**config.mk**
```make
export PLATFORM = sky130hd
export DESIGN_NAME = sac_ctrl
export DESIGN_NICKNAME = d
export VERILOG_FILES = /design/src/sac_pkg.sv /design/src/sac_window.sv /design/src/sac_ctrl.sv
export SDC_FILE = /design/constraint.sdc
export NUM_CORES = 1
export LEC_CHECK = 0
export BUFFER_PORTS_ARGS = -buffer_cell sky130_fd_sc_hd__buf_2
export CORE_ASPECT_RATIO = 0.8
export CORE_UTILIZATION = 35
export CTS_CLUSTER_DIAMETER = 100
export DETAILED_ROUTE_END_ITERATION = 8
export SYNTH_ARGS = -nofsm -noshare
export SYNTH_HDL_FRONTEND = slang
export SYNTH_SLANG_ARGS = --single-unit
```
**constraint.sdc**
```tcl
create_clock -name clk_i -period 2.6 [get_ports clk_i]
set_input_delay 0.52 -clock clk_i [delete_from_list [all_inputs] [get_ports clk_i]]
set_output_delay 0.52 -clock clk_i [all_outputs]
set_load 0.03 [all_outputs]
```
**src/sac_pkg.sv**
```systemverilog
// Package for the converter control block: register map, fields, codes, timing.
// Assumes a 32-bit classic Wishbone slave port and a 200 MHz system clock.
package sac_pkg;

   // Bus and data widths
   localparam int unsigned DAT_W  = 32;
   localparam int unsigned ADR_W  = 8;
   localparam int unsigned SEL_W  = 4;
   localparam int unsigned RES_W  = 10;
   localparam int unsigned CH_W   = 5;
   localparam int unsigned NUM_CH = 17;
   localparam int unsigned TSEL_W = 3;
   localparam int unsigned NUM_TMR = 4;

   // Register byte offsets
   localparam logic [ADR_W-1:0] OFS_CTRL = 8'h00;
   localparam logic [ADR_W-1:0] OFS_MUX  = 8'h04;
   localparam logic [ADR_W-1:0] OFS_STAT = 8'h08;
   localparam logic [ADR_W-1:0] OFS_DATA = 8'h0C;
   localparam logic [ADR_W-1:0] OFS_WLO  = 8'h10;
   localparam logic [ADR_W-1:0] OFS_WHI  = 8'h14;

   // Control register fields
   localparam int unsigned CTRL_SHUT    = 0;
   localparam int unsigned CTRL_TSEL_LO = 1;
   localparam int unsigned CTRL_BG      = 4;
   localparam int unsigned CTRL_WOUT    = 5;
   localparam int unsigned CTRL_DONE_IE = 6;
   localparam int unsigned CTRL_WIN_IE  = 7;
   localparam int unsigned CTRL_START   = 8;
   localparam int unsigned CTRL_W       = 8;
   localparam logic [CTRL_W-1:0] CTRL_RST = 8'h01;

   // Multiplexer register fields
   localparam int unsigned MUX_POS_LO = 0;
   localparam int unsigned MUX_NEG_LO = 8;

   // Status register fields
   localparam int unsigned STAT_DONE = 0;
   localparam int unsigned STAT_WIN  = 1;
   localparam int unsigned STAT_BUSY = 2;

   // Window bound reset values
   localparam logic [RES_W-1:0] WLO_RST = 10'h000;
   localparam logic [RES_W-1:0] WHI_RST = 10'h3FF;

   // Start-of-conversion source codes
   localparam logic [TSEL_W-1:0] TRIG_SW   = 3'h0;
   localparam logic [TSEL_W-1:0] TRIG_TMR0 = 3'h1;
   localparam logic [TSEL_W-1:0] TRIG_TMR3 = 3'h4;
   localparam logic [TSEL_W-1:0] TRIG_EXT  = 3'h5;

   // Sequencer states, one-hot
   typedef enum logic [2:0] {
      SAC_IDLE = 3'b001,
      SAC_CONV = 3'b010,
      SAC_GAP  = 3'b100
   } sac_state_t;

   // Least start-to-start time at the highest sample rate, rounded up to cycles
   localparam int unsigned CLK_KHZ       = 200000;
   localparam int unsigned MAX_RATE_KSPS = 200;
   localparam int unsigned SAMPLE_CYCLES =
      (CLK_KHZ + MAX_RATE_KSPS - 1) / MAX_RATE_KSPS;
   localparam int unsigned CNT_W = 12;

endpackage

```
**src/sac_window.sv**
```systemverilog
// Window comparator: flags a result inside, or outside, an inclusive range.
// Assumes lower and upper bounds come from registers; purely combinational.
`timescale 1ns/1ps
`default_nettype none
module sac_window #(
   parameter int unsigned WIDTH = sac_pkg::RES_W
) (
   input  wire logic [WIDTH-1:0] value_i,
   input  wire logic [WIDTH-1:0] lower_i,
   input  wire logic [WIDTH-1:0] upper_i,
   input  wire logic             outside_i,
   output logic                  hit_o
);

   logic in_range;

   // Refuse a width the comparison cannot serve
   if (WIDTH < 1 || WIDTH > 31) begin : g_bad_width
      $error("sac_window: WIDTH out of range");
   end

   // Range test, then choose inside or outside sense
   assign in_range = (value_i >= lower_i) && (value_i <= upper_i);
   assign hit_o    = outside_i ? ~in_range : in_range;

endmodule
`default_nettype wire

```
**src/sac_ctrl.sv**
```systemverilog
// Conversion control for a 10-bit successive-approximation converter.
// Assumes a classic Wishbone master, timer overflow pulses and a converter core
// that answers each start pulse with a one-cycle done pulse and its result.
// Notes on behaviour
// - Start source is software, timer 0 to 3 overflow, or external input.
// - With a timer selected, each overflow of it while the sequencer is idle starts a conversion.
// - Each completion sets the done flag; interrupt only when enabled.
// - Result is captured at completion and held until the next one.
// - Result is checked against bounds; hit inside or outside as configured.
// - Background mode converts repeatedly, interrupting only on window hits.
// - Software shutdown stops all conversions and powers the converter down.
// - Positive and negative inputs are selected independently, seventeen channels.
// - Starts may follow back to back at up to 200 ksps.
`timescale 1ns/1ps
`default_nettype none
module sac_ctrl #(
   parameter int unsigned SAMPLE_CYC = sac_pkg::SAMPLE_CYCLES,
   parameter int unsigned NUM_CH     = sac_pkg::NUM_CH
) (
   input  wire logic                       clk_i,
   input  wire logic                       rst_i,
   input  wire logic                       wb_cyc_i,
   input  wire logic                       wb_stb_i,
   input  wire logic                       wb_we_i,
   input  wire logic [sac_pkg::ADR_W-1:0]  wb_adr_i,
   input  wire logic [sac_pkg::SEL_W-1:0]  wb_sel_i,
   input  wire logic [sac_pkg::DAT_W-1:0]  wb_dat_i,
   output logic      [sac_pkg::DAT_W-1:0]  wb_dat_o,
   output logic                            wb_ack_o,
   input  wire logic [sac_pkg::NUM_TMR-1:0] timer_ovf_i,
   input  wire logic                       ext_start_i,
   input  wire logic                       conv_done_i,
   input  wire logic [sac_pkg::RES_W-1:0]  conv_data_i,
   output logic                            conv_start_o,
   output logic                            adc_en_o,
   output logic      [sac_pkg::CH_W-1:0]   mux_pos_o,
   output logic      [sac_pkg::CH_W-1:0]   mux_neg_o,
   output logic                            conv_irq_o,
   output logic                            win_irq_o
);

   localparam int unsigned RW = sac_pkg::RES_W;
   localparam int unsigned CW = sac_pkg::CH_W;
   localparam logic [sac_pkg::CNT_W-1:0] GAP_END = sac_pkg::CNT_W'(SAMPLE_CYC - 2);
   localparam logic [sac_pkg::CNT_W-1:0] CNT_MAX = '1;

   sac_pkg::sac_state_t state, next_state;
   logic [sac_pkg::CTRL_W-1:0] ctrl, next_ctrl;
   logic [CW-1:0]              pos_sel, next_pos_sel, neg_sel, next_neg_sel;
   logic [CW-1:0]              next_mux_pos, next_mux_neg;
   logic [RW-1:0]              result, next_result, win_lo, next_win_lo;
   logic [RW-1:0]              win_hi, next_win_hi;
   logic                       done_flag, next_done_flag, win_flag, next_win_flag;
   logic [sac_pkg::CNT_W-1:0]  cnt, next_cnt;
   logic                       ext_q, next_start, next_ack;
   logic [sac_pkg::DAT_W-1:0]  next_dat, wdata, rdata;
   logic                       bus_req, bus_wr, sw_go, trig, win_hit, cap;
   logic [sac_pkg::TSEL_W-1:0] tsel;
   logic                       shut, bg;

   // Refuse parameter values the sequencer or mux field cannot serve
   if (SAMPLE_CYC < 3 || SAMPLE_CYC > 4000) begin : g_bad_cyc
      $error("sac_ctrl: SAMPLE_CYC out of range");
   end
   if (NUM_CH < 2 || NUM_CH > (1 << CW)) begin : g_bad_ch
      $error("sac_ctrl: NUM_CH out of range");
   end

   // Byte-lane merge of a bus write into a register image
   function automatic logic [31:0] lane_merge(input logic [31:0] old_v,
                                              input logic [31:0] new_v,
                                              input logic [3:0]  sel);
      logic [31:0] res;
      res = old_v;
      for (int b = 0; b < 4; b++) begin
         if (sel[b]) begin
            res[b*8 +: 8] = new_v[b*8 +: 8];
         end
      end
      return res;
   endfunction

   // Control field views
   assign shut    = ctrl[sac_pkg::CTRL_SHUT];
   assign bg      = ctrl[sac_pkg::CTRL_BG];
   assign tsel    = ctrl[sac_pkg::CTRL_TSEL_LO +: sac_pkg::TSEL_W];
   assign bus_req = wb_cyc_i & wb_stb_i & ~wb_ack_o;
   assign bus_wr  = bus_req & wb_we_i;
   assign cap     = (state == sac_pkg::SAC_CONV) & conv_done_i & ~shut;

   // Window test on the incoming sample, not the stored one
   sac_window #(
      .WIDTH (RW)
   ) u_window (
      .value_i   (conv_data_i),
      .lower_i   (win_lo),
      .upper_i   (win_hi),
      .outside_i (ctrl[sac_pkg::CTRL_WOUT]),
      .hit_o     (win_hit)
   );

   // Read mux: unmapped words read as zero
   always_comb begin
      rdata = '0;
      case (wb_adr_i)
         sac_pkg::OFS_CTRL: rdata[sac_pkg::CTRL_W-1:0] = ctrl;
         sac_pkg::OFS_MUX: begin
            rdata[sac_pkg::MUX_POS_LO +: CW] = pos_sel;
            rdata[sac_pkg::MUX_NEG_LO +: CW] = neg_sel;
         end
         sac_pkg::OFS_STAT: begin
            rdata[sac_pkg::STAT_DONE] = done_flag;
            rdata[sac_pkg::STAT_WIN]  = win_flag;
            rdata[sac_pkg::STAT_BUSY] = (state != sac_pkg::SAC_IDLE);
         end
         sac_pkg::OFS_DATA: rdata[RW-1:0] = result;
         sac_pkg::OFS_WLO:  rdata[RW-1:0] = win_lo;
         sac_pkg::OFS_WHI:  rdata[RW-1:0] = win_hi;
         default:           rdata = '0;
      endcase
   end

   // Trigger selection
   always_comb begin
      case (tsel)
         sac_pkg::TRIG_SW:  trig = sw_go;
         sac_pkg::TRIG_EXT: trig = ext_start_i & ~ext_q; // rising edge
         default: begin
            if (tsel >= sac_pkg::TRIG_TMR0 && tsel <= sac_pkg::TRIG_TMR3) begin
               trig = timer_ovf_i[2'(tsel - sac_pkg::TRIG_TMR0)];
            end else begin
               trig = 1'b0;
            end
         end
      endcase
   end

   // Next values: bus slave, status flags, sequencer
   always_comb begin
      next_ctrl      = ctrl;
      next_pos_sel   = pos_sel;
      next_neg_sel   = neg_sel;
      next_win_lo    = win_lo;
      next_win_hi    = win_hi;
      next_done_flag = done_flag;
      next_win_flag  = win_flag;
      next_result    = result;
      next_state     = state;
      next_cnt       = cnt;
      next_start     = 1'b0;
      next_mux_pos   = mux_pos_o;
      next_mux_neg   = mux_neg_o;
      next_ack       = bus_req;
      next_dat       = bus_req ? rdata : wb_dat_o;
      sw_go          = 1'b0;
      wdata          = '0;
      if (bus_wr) begin
         case (wb_adr_i)
            sac_pkg::OFS_CTRL: begin
               wdata = lane_merge(32'(ctrl), wb_dat_i, wb_sel_i);
               next_ctrl = wdata[sac_pkg::CTRL_W-1:0];
               sw_go = wdata[sac_pkg::CTRL_START] & wb_sel_i[1];
            end
            sac_pkg::OFS_MUX: begin
               wdata = lane_merge({19'h00000, neg_sel, 3'h0, pos_sel}, wb_dat_i, wb_sel_i);
               // independent inputs, codes past the last channel kept out
               if (32'(wdata[sac_pkg::MUX_POS_LO +: CW]) < NUM_CH) begin
                  next_pos_sel = wdata[sac_pkg::MUX_POS_LO +: CW];
               end
               if (32'(wdata[sac_pkg::MUX_NEG_LO +: CW]) < NUM_CH) begin
                  next_neg_sel = wdata[sac_pkg::MUX_NEG_LO +: CW];
               end
            end
            sac_pkg::OFS_STAT: begin
               // Write one to clear
               if (wb_sel_i[0] && wb_dat_i[sac_pkg::STAT_DONE]) begin
                  next_done_flag = 1'b0;
               end
               if (wb_sel_i[0] && wb_dat_i[sac_pkg::STAT_WIN]) begin
                  next_win_flag = 1'b0;
               end
            end
            sac_pkg::OFS_WLO: begin
               wdata = lane_merge(32'(win_lo), wb_dat_i, wb_sel_i);
               next_win_lo = wdata[RW-1:0];
            end
            sac_pkg::OFS_WHI: begin
               wdata = lane_merge(32'(win_hi), wb_dat_i, wb_sel_i);
               next_win_hi = wdata[RW-1:0];
            end
            default: wdata = '0;
         endcase
      end
      if (next_cnt != CNT_MAX) begin
         next_cnt = cnt + 1'b1;
      end
      case (state)
         sac_pkg::SAC_IDLE: begin
            // background mode restarts on its own
            if (!shut && (trig || bg)) begin
               next_start   = 1'b1;
               next_cnt     = '0;
               next_mux_pos = pos_sel;
               next_mux_neg = neg_sel;
               next_state   = sac_pkg::SAC_CONV;
            end
         end
         sac_pkg::SAC_CONV: begin
            if (cap) begin
               next_result    = conv_data_i;
               next_done_flag = 1'b1;
               if (win_hit) begin
                  next_win_flag = 1'b1;
               end
               next_state = sac_pkg::SAC_GAP;
            end
         end
         sac_pkg::SAC_GAP: begin
            // hold off until the sample period ends
            if (cnt >= GAP_END) begin
               next_state = sac_pkg::SAC_IDLE;
            end
         end
         default: next_state = sac_pkg::SAC_IDLE;
      endcase
      if (shut) begin
         next_state = sac_pkg::SAC_IDLE;
         next_start = 1'b0;
      end
   end

   // Register everything
   always_ff @(posedge clk_i) begin
      if (rst_i) begin
         state     <= sac_pkg::SAC_IDLE;
         ctrl      <= sac_pkg::CTRL_RST;
         pos_sel   <= '0;
         neg_sel   <= '0;
         win_lo    <= sac_pkg::WLO_RST;
         win_hi    <= sac_pkg::WHI_RST;
         done_flag <= 1'b0;
         win_flag  <= 1'b0;
         result    <= '0;
         cnt       <= '0;
         ext_q     <= 1'b0;
         conv_start_o <= 1'b0;
         mux_pos_o <= '0;
         mux_neg_o <= '0;
         wb_ack_o  <= 1'b0;
         wb_dat_o  <= '0;
      end else begin
         state     <= next_state;
         ctrl      <= next_ctrl;
         pos_sel   <= next_pos_sel;
         neg_sel   <= next_neg_sel;
         win_lo    <= next_win_lo;
         win_hi    <= next_win_hi;
         done_flag <= next_done_flag;
         win_flag  <= next_win_flag;
         result    <= next_result;
         cnt       <= next_cnt;
         ext_q     <= ext_start_i;
         conv_start_o <= next_start;
         mux_pos_o <= next_mux_pos;
         mux_neg_o <= next_mux_neg;
         wb_ack_o  <= next_ack;
         wb_dat_o  <= next_dat;
      end
   end

   // Interrupt requests and power enable
   // completion interrupt gated, silent in background mode
   assign conv_irq_o = done_flag & ctrl[sac_pkg::CTRL_DONE_IE] & ~bg;
   assign win_irq_o  = win_flag & ctrl[sac_pkg::CTRL_WIN_IE];
   assign adc_en_o   = ~shut;

   // Helper: cycles since the last start, for spacing checks
   logic [sac_pkg::CNT_W-1:0] since;
   logic                      seen;
   always_ff @(posedge clk_i) begin
      if (rst_i) begin
         since <= '0;
         seen  <= 1'b0;
      end else if (conv_start_o) begin
         since <= '0;
         seen  <= 1'b1;
      end else if (since != CNT_MAX) begin
         since <= since + 1'b1;
      end
   end
endmodule
`default_nettype wire

```
==> summary.md, run 1 <==
| Metric | Value |
|---|---|
| Die width | between 100 and 150 µm |
| Gp weighted congestion | around 0.86 |
| CP max stage cell | a41o_1 |
| Global Route Usage Sum | a little under a fifth |
| Die area | around 0.014 mm² |
| Cells on worst reg2reg path | 7 |
| First-pass GRT wire length | ~20,000 µm |
| Core area | about 0.013 mm² |
| Worst Hold Margin | between 0.4 and 0.5 ns |
| Area delta synth->final | 17.6% |
| Ant diodes | 0 |
| Filler cell count | 1,348 |
| Most used DFF post-synth | dfxtp_1 |
| Fmax | roughly 0.42 GHz |
| Clock Skew | 0.0100 ns |
| GRT overflow | 0 |
| DRC Markers | 0 |
| Count of final max-slew check failures | 0 |
| Placed instance count | between 700 and 800 |
| DR WL/cell | around 15 µm |
| Hold path cells | 2 |
| Worst-Skew Late Latency | roughly 0.35 ns |
| H-Tree Depth | 3 |
| Post-Layout Cell Count | 799 |
| Comb power frac | a little under a tenth |
| Slew HR | about three fifths |
| Initial antenna violation count | 0 |
| CTS tree | built |
| Count leader, synth | dfxtp_1 |
| EDFF count, synth | 0 |
| Switch share | a little over a quarter |
| Nets | 708 |
| CTS Buf Count | 9 |
| I/O Buffers | 71 |
| Arr. time, crit path | 2.68 ns |
| Final period utilization | 92.0% |
| Worst setup EP type | flop |
| Sink Count | around 90 |
| Worst vdd ir | 302 µV |
| CP required | between 2 and 3 ns |
| Clk buf depth | 2 |
| Internal power | roughly 2200 µW |
| Finished Cell Area | around 0.0055 mm² |
| Max-cap violations | 0 |
| Synth Register Bits | a little over 90 |
| Crit path launch type | flop |
| Worst slack, placed | -0.0656 ns |
| Synth Instances | 544 |
| Overall routed net length | about 12,000 µm |
| Clock Tree Root | clkbuf_16 |
| Setup bufs post-CTS | 0 |
| Pwr dens | between 500 and 600 mW/mm² |
| Clock group share of total power | 42.0% |
| Yosys Warn Count | 0 |
| Setup violations, final | 0 |
| Post-synthesis cell type with the largest combined area | dfxtp_1 |
| Final worst slack | 0.207 ns |
| Starting Density | 36.1% |
| Total placed instance area | between 0.005 and 0.006 mm² |
| Switching pwr | between 700 and 800 µW |
| Largest net degree at the start of global routing | 34 |
| Lkg Pwr | around 0.0024 µW |
| Synth unique cells | 58 |
| Post-synthesis async set-or-reset flop share | 0% |
| Height of the die | 105 µm |
| Worst-path fanout max | 11 |
| I/O pins | 112 |
| Synthesized area per cell | 8.60 µm² |
| Vias in the first global route | 3,898 |
| Share of cells above drive strength 1 | approximately a fifth |
| Crit path max-delay family | compound AO/OA/AOI/OAI gates |
| Sequential share of the synthesized area | between 30% and 40% |
| CTS resizes | 0 |
| Via count | ~4,100 |
| Detailed Route Iter0 Violations | 343 |
| Reg power frac | 48.7% |
| Crit-path cells | inv_1 -> ha_1 -> mux2i_1 -> nor3_1 -> o21ai_0 -> a41o_1 -> o211a_1 |
| Vias per Instance | approximately 5 |
| Clock-pin transition on the worst setup and hold timing paths | ~0.070 ns |
| Post-synthesis cell area | between 0.004 and 0.005 mm² |
| Setup TNS | 0 ns |
| Setup Crit Path Kind | reg2reg |
| Top post-synthesis cells by area | dfxtp_1, mux2i_1, ha_1 |
| Status | finished clean |
| Final ANT Viol Nets | 0 |
| Num rows | 37 |
| Worst Hold Class | in2reg |
| Pre-antenna DRT Iters | 5 |
| CP max stage delay | roughly 0.53 ns |
| DP Wirelength | 9590 µm |
| Hold buffers post-CTS | 0 |
| Top cell type's share of synthesized area | about two fifths |
| Tightest Pin Transition | between 0.5 and 0.6 ns |
| Post-synth top cells | dfxtp_1, nand2_1, nor2_1, inv_1 |
| CP Buf/Inv Count | 1 |
| Critical path depth | 7 |
| RSZ-0062 raised after global routing | false |
| Final min period | ~2.4 ns |
| Fin. Hold Viols | 0 |
## placed cells by master, fill, tap and decap left out, drive strengths merged, types with 3 or more instances in the layout
cell type  instances
a21oi             31
buf               93
o211ai            10
nor3              13
mux2i             31
nand4             10
a311oi             3
o21ai             22
inv               33
conb              19
ha                24
nor2              52
nor4               3
a221oi             4
or3                3
nand2             63
and2               3
a41o               3
nand3             16
a211oi             6
a21o               4
clkbuf            11
nor2b              5
mux2               3
a22o              13
a31oi              3
and3               6
dfxtp             91
o211a              3
xor2               6
a22oi              3
and4               4
a222oi             3
clkinv             4
## final cells by class
| type | instances | area, µm² | share of cell area (%) |
|---|---|---|---|
| Tap cell | 175 | 219 | 3.98 |
| Inverter | 32 | 120 | 2.18 |
| Multi-Input combinational cell | 392 | 2530 | 46.0 |
| Timing Repair Buffer | 93 | 520 | 9.47 |
| Clock buffer | 11 | 253 | 4.60 |
| Clock inverter | 5 | 36.3 | 0.660 |
| Sequential cell | 91 | 1820 | 33.1 |
## flip-flops by register name (all words and copies together), names as in the netlist
register / cells
cnt: 12
conv_start_o: 1
ctrl: 8
done_flag: 1
ext_q: 1
mux_neg_o: 5
mux_pos_o: 5
neg_sel: 5
pos_sel: 5
result: 10
state: 3
wb_ack_o: 1
wb_dat_o: 13
win_flag: 1
win_hi: 10
win_lo: 10
## per-stage QoR
| step | utilization [%] | total power, µW |
|---|---|---|
| 2_1_floorplan | - | 1680 |
| 3_3_place_gp | 40.2 | 1760 |
| 4_1_cts | 42.4 | 3020 |
| 3_5_place_dp | 40.2 | 1770 |
| 6_report | 42.4 | 3000 |
| 5_1_grt | 42.4 | 3110 |
## path summary, 6_finish.rpt
check,start,end,slack [ns]
max,ctrl[1],cnt[8],0.21
min,ext_start_i,ext_q,0.44
max reg2reg,ctrl[1],cnt[8],0.21
min reg2reg,wb_dat_o[6],wb_dat_o[6],0.46
## power by group through the flow
stage          combinational, µW  sequential, µW  clock [µW]
2_1_floorplan                185            1490           0
3_3_place_gp                 270            1490           0
3_5_place_dp                 275            1490           0
4_1_cts                      277            1460        1280
5_1_grt                      304            1460        1340
6_report                     279            1460        1260
## logic make-up (layout without fill, tap and decap cells)
family,after synthesis,after routing,synth area share [%]
AO/OA/AOI/OAI,117,117,17.1
XOR/XNOR,8,8,1.50
adder cells (fa/ha/maj),24,24,6.42
buffers and inverters,79,141,8.43
flip-flops,91,91,39.0
multiplexers,34,34,7.36
other,1,19,0.0802
AND/OR/NAND/NOR,190,190,20.2
## worst register-to-register path, delay by kind of cell (launching register included)
kind | cells | cell delay, ns
fa+ha+maj | 1 | 0.34
flops | 1 | 0.40
buf+inv | 1 | 0.11
compound gates | 3 | 1.21
simple gates | 1 | 0.06
mux | 1 | 0.22
## routing by layer
layer / vias to the layer above / part of all wire (%) / global-route usage (%)
li1: 2051 / - / -
met1: 1909 / 49 / 25.2
met2: 140 / 43 / 28.3
met3: 10 / 7.0 / 4.81
met4: 0 / 0.77 / 4.79
met5: - / 0 / 0
Power figures use the tool's default switching activity.
==> run 2: changes to the inputs <==
--- a/config.mk
+++ b/config.mk
@@ -6,10 +6,12 @@
 export NUM_CORES = 1
 export LEC_CHECK = 0
 export BUFFER_PORTS_ARGS = -buffer_cell sky130_fd_sc_hd__buf_2
-export CORE_ASPECT_RATIO = 0.8
-export CORE_UTILIZATION = 35
+export CELL_PAD_IN_SITES_DETAIL_PLACEMENT = 2
+export CELL_PAD_IN_SITES_GLOBAL_PLACEMENT = 2
+export CORE_UTILIZATION = 31
 export CTS_CLUSTER_DIAMETER = 100
 export DETAILED_ROUTE_END_ITERATION = 8
+export PLACE_DENSITY_LB_ADDON = 0.1
 export SYNTH_ARGS = -nofsm -noshare
 export SYNTH_HDL_FRONTEND = slang
 export SYNTH_SLANG_ARGS = --single-unit
==> run 2 against run 1 <==
  * Final area grew 1.0%
  * Sequential power is essentially flat
  * The flow now finishes with violations (design-rule violations)
  * First-iteration DRC count shrank 52%
  * Cell count grew 1.4%
  * Count of clock-buffer cells in the layout is the same
  * Total power grew 3.1%
  * Die area grew 13%
  * Via count grew 2.2%
  * Utilization shrank 4.5 points
  * Combinational power grew 4%
==> summary.md, run 2 (synthesis results as in run 1) <==
| Metric | Value |
|---|---|
| Status | complete, but fails checks |
| Failing checks | design-rule violations |
| Clock-pin transition on the worst setup and hold timing paths | 0.06 ns (about the same) |
| Area delta synth->final | 18.8% |
| Clock Tree Root | clkbuf_16 |
| H-Tree Depth | 3 (unchanged) |
| Cells on worst reg2reg path | 8 (+1) |
| CP Buf/Inv Count | 2 (+1) |
| Share of cells above drive strength 1 | 19.2% (-0.061 points) |
| Global Route Usage Sum | 20.3% (+2.0 points) |
| Die width | 125 µm (-4.9%) |
| Initial antenna violation count | 0 (unchanged) |
| Top Registers | wb_dat_o (13), cnt (12) |
| Largest Register | wb_dat_o |
| DR WL/cell | 18.8 µm (+21%) |
| Die area | 0.0156 mm² (+13%) |
| Lkg Pwr | 0.00245 µW (+0.34%) |
| CP max stage cell | a2111oi_0 |
| Vias in the first global route | 4,567 (+17%) |
| Final ANT Viol Nets | 0 (unchanged) |
| Final worst slack | 0.279 ns (+0.0723 ns) |
| CTS Buf Count | 9 (unchanged) |
| Reg power frac | 47.3% (-1.4 points) |
| Crit path launch type | flop |
| Overall routed net length | 15,200 µm (+23%) |
| Pwr dens | 557 mW/mm² (+2.1%) |
| RSZ-0062 raised after global routing | false |
| Core area | 0.0146 mm² (+13%) |
| DRC Markers | 22 (+22) |
| R2r endpoint | win_flag |
| Placed instance count | 794 (+1.4%) |
| Max-cap violations | 0 (unchanged) |
| Most common cell after layout, fill and taps aside | dfxtp_1 |
| Height of the die | 125 µm (+18%) |
| Pre-antenna DRT Iters | 7 (+2) |
| First-pass GRT wire length | 24,400 µm (+23%) |
| Setup violations, final | 0 (unchanged) |
| Ant diodes | 0 (unchanged) |
| Sink Count | 91 (unchanged) |
| I/O Buffers | 71 (unchanged) |
| I/O pins | 112 (unchanged) |
| Setup bufs post-CTS | 0 (unchanged) |
| Fin. Hold Viols | 0 (unchanged) |
| Worst setup EP type | flop |
| Switch share | 26.6% (+0.58 points) |
| Comb power frac | 9.4% (about the same) |
| Largest net degree at the start of global routing | 55 (+62%) |
| Nets | 710 (+0.28%) |
| Tot Pwr | 3090 µW (+3.1%) |
| Count of final max-slew check failures | 0 (unchanged) |
| Via count | 4,201 (+2.2%) |
| Final min period | 2.32 ns (-0.0723 ns) |
| Detailed Route Iter0 Violations | 166 (-52%) |
| Switching pwr | 823 µW (+5.4%) |
| Arr. time, crit path | 2.54 ns (-0.14 ns) |
| Worst-path fanout max | 3 (-8) |
| Most frequent cells in the layout | dfxtp_1, buf_2, nand2_1 |
| Clock Skew | 0.00922 ns (-0.000776 ns) |
| Fmax | 0.431 GHz (+3.1%) |
| Hold path cells | 2 (unchanged) |
| Starting Density | 31.9% (-4.1 points) |
| Worst-Skew Late Latency | 0.35 ns (about the same) |
| CP max stage delay | 0.50 ns (-0.03 ns) |
| RR Startpoint | win_hi[5] |
| Crit path max-delay family | compound AO/OA/AOI/OAI gates |
| Internal power | 2270 µW (+2.3%) |
| DP Wirelength | 11,500 µm (+20%) |
| Crit-path cells | inv_1 -> ha_1 -> a21oi_1 -> o21ai_0 -> a2111oi_0 -> buf_4 -> nor3_1 -> or3b_2 |
| Hold Path Origin | ext_start_i |
| Worst Hold Margin | 0.411 ns (-0.0244 ns) |
| Tightest Pin Transition | 0.635 ns (+0.0608 ns) |
| Post-Layout Cell Count | 810 (+1.4%) |
| GRT overflow | 0 (unchanged) |
| Critical path depth | 8 (+1) |
| Slew HR | 57.4% (-3.3 points) |
| R2R setup slack | 0.28 ns (+0.07 ns) |
| CP required | 2.82 ns (-0.07 ns) |
| CTS tree | built |
| Setup Crit Path Kind | reg2reg |
| Final period utilization | 89.3% (-2.8 points) |
| Hold buffers post-CTS | 0 (unchanged) |
| Worst Hold Class | in2reg |
| Num rows | 44 (+19%) |
| Filler cell count | 1,676 (+24%) |
| Gp weighted congestion | 0.754 (-13%) |
| Worst slack, placed | -0.0575 ns (+0.00809 ns) |
| CTS resizes | 0 (unchanged) |
| Worst vdd ir | 381 µV (+26%) |
| Worst Hold Endpoint | ext_q |
| Clock group share of total power | 43.3% (+1.3 points) |
| Largest register FFs | 13 (unchanged) |
| Vias per Instance | 5.19 (+0.83%) |
| Clk buf depth | 2 (unchanged) |
==> run 2: cell count changes in the layout (fill, tap and decap cells not counted) <==
cell,before,now
buf_12,0,2
clkbuf_1,0,2
clkbuf_8,2,0
clkinv_4,2,0
bufinv_16,0,1
clkinv_2,2,1
clkinvlp_4,0,1
inv_6,1,2
==> run 2: stage by stage <==
| step | util [%] | TNS, ns | cell area, µm² |
|---|---|---|---|
| 2_1_floorplan | - | 0 | 4740 |
| 3_3_place_gp | 35.9 | 0 | 5260 |
| 3_5_place_dp | 35.9 | -0.167 | 5260 |
| 4_1_cts | 37.9 | 0 | 5550 |
| 5_1_grt | 37.9 | 0 | 5550 |
| 6_report | 37.9 | 0 | 5550 |
==> run 2: final cells by class <==
type	instances	area [µm²]	area share, %
repair buffers	95	561	10.1
multi-input cells	392	2530	45.5
clock inverters	5	60.1	1.08
inverters	32	120	2.16
flip-flops and latches	91	1820	32.8
clock buffers	11	233	4.19
well taps	184	230	4.15
==> run 2: power groups by stage <==
stage          logic (µW)  registers, µW  clock network (µW)
2_1_floorplan         185           1490                   0
3_3_place_gp          284           1490                   0
3_5_place_dp          293           1490                   0
4_1_cts               295           1460                1370
5_1_grt               324           1470                1430
6_report              291           1460                1340
==> run 2: worst max-delay path by stage <==
stage                           start            to  slack (ns)
after global placement    wb_adr_i[1]    pos_sel[0]        0.03
after detailed placement  wb_adr_i[1]    pos_sel[2]       -0.06
final                       win_hi[5]      win_flag        0.28
after CTS                   win_hi[5]      win_flag        0.23
after global routing        win_hi[5]      win_flag       0.003
after floorplan           wb_adr_i[1]  mux_pos_o[3]        0.37
==> run 2: per-layer routing <==
metal  GRT usage, %  up-vias  routed length [µm]
li1               -     2054                   -
met4           5.60        0                 235
met2           34.9       87                7220
met1           25.7     2044                7090
met5              0        -                   0
met3           4.30       16                 650
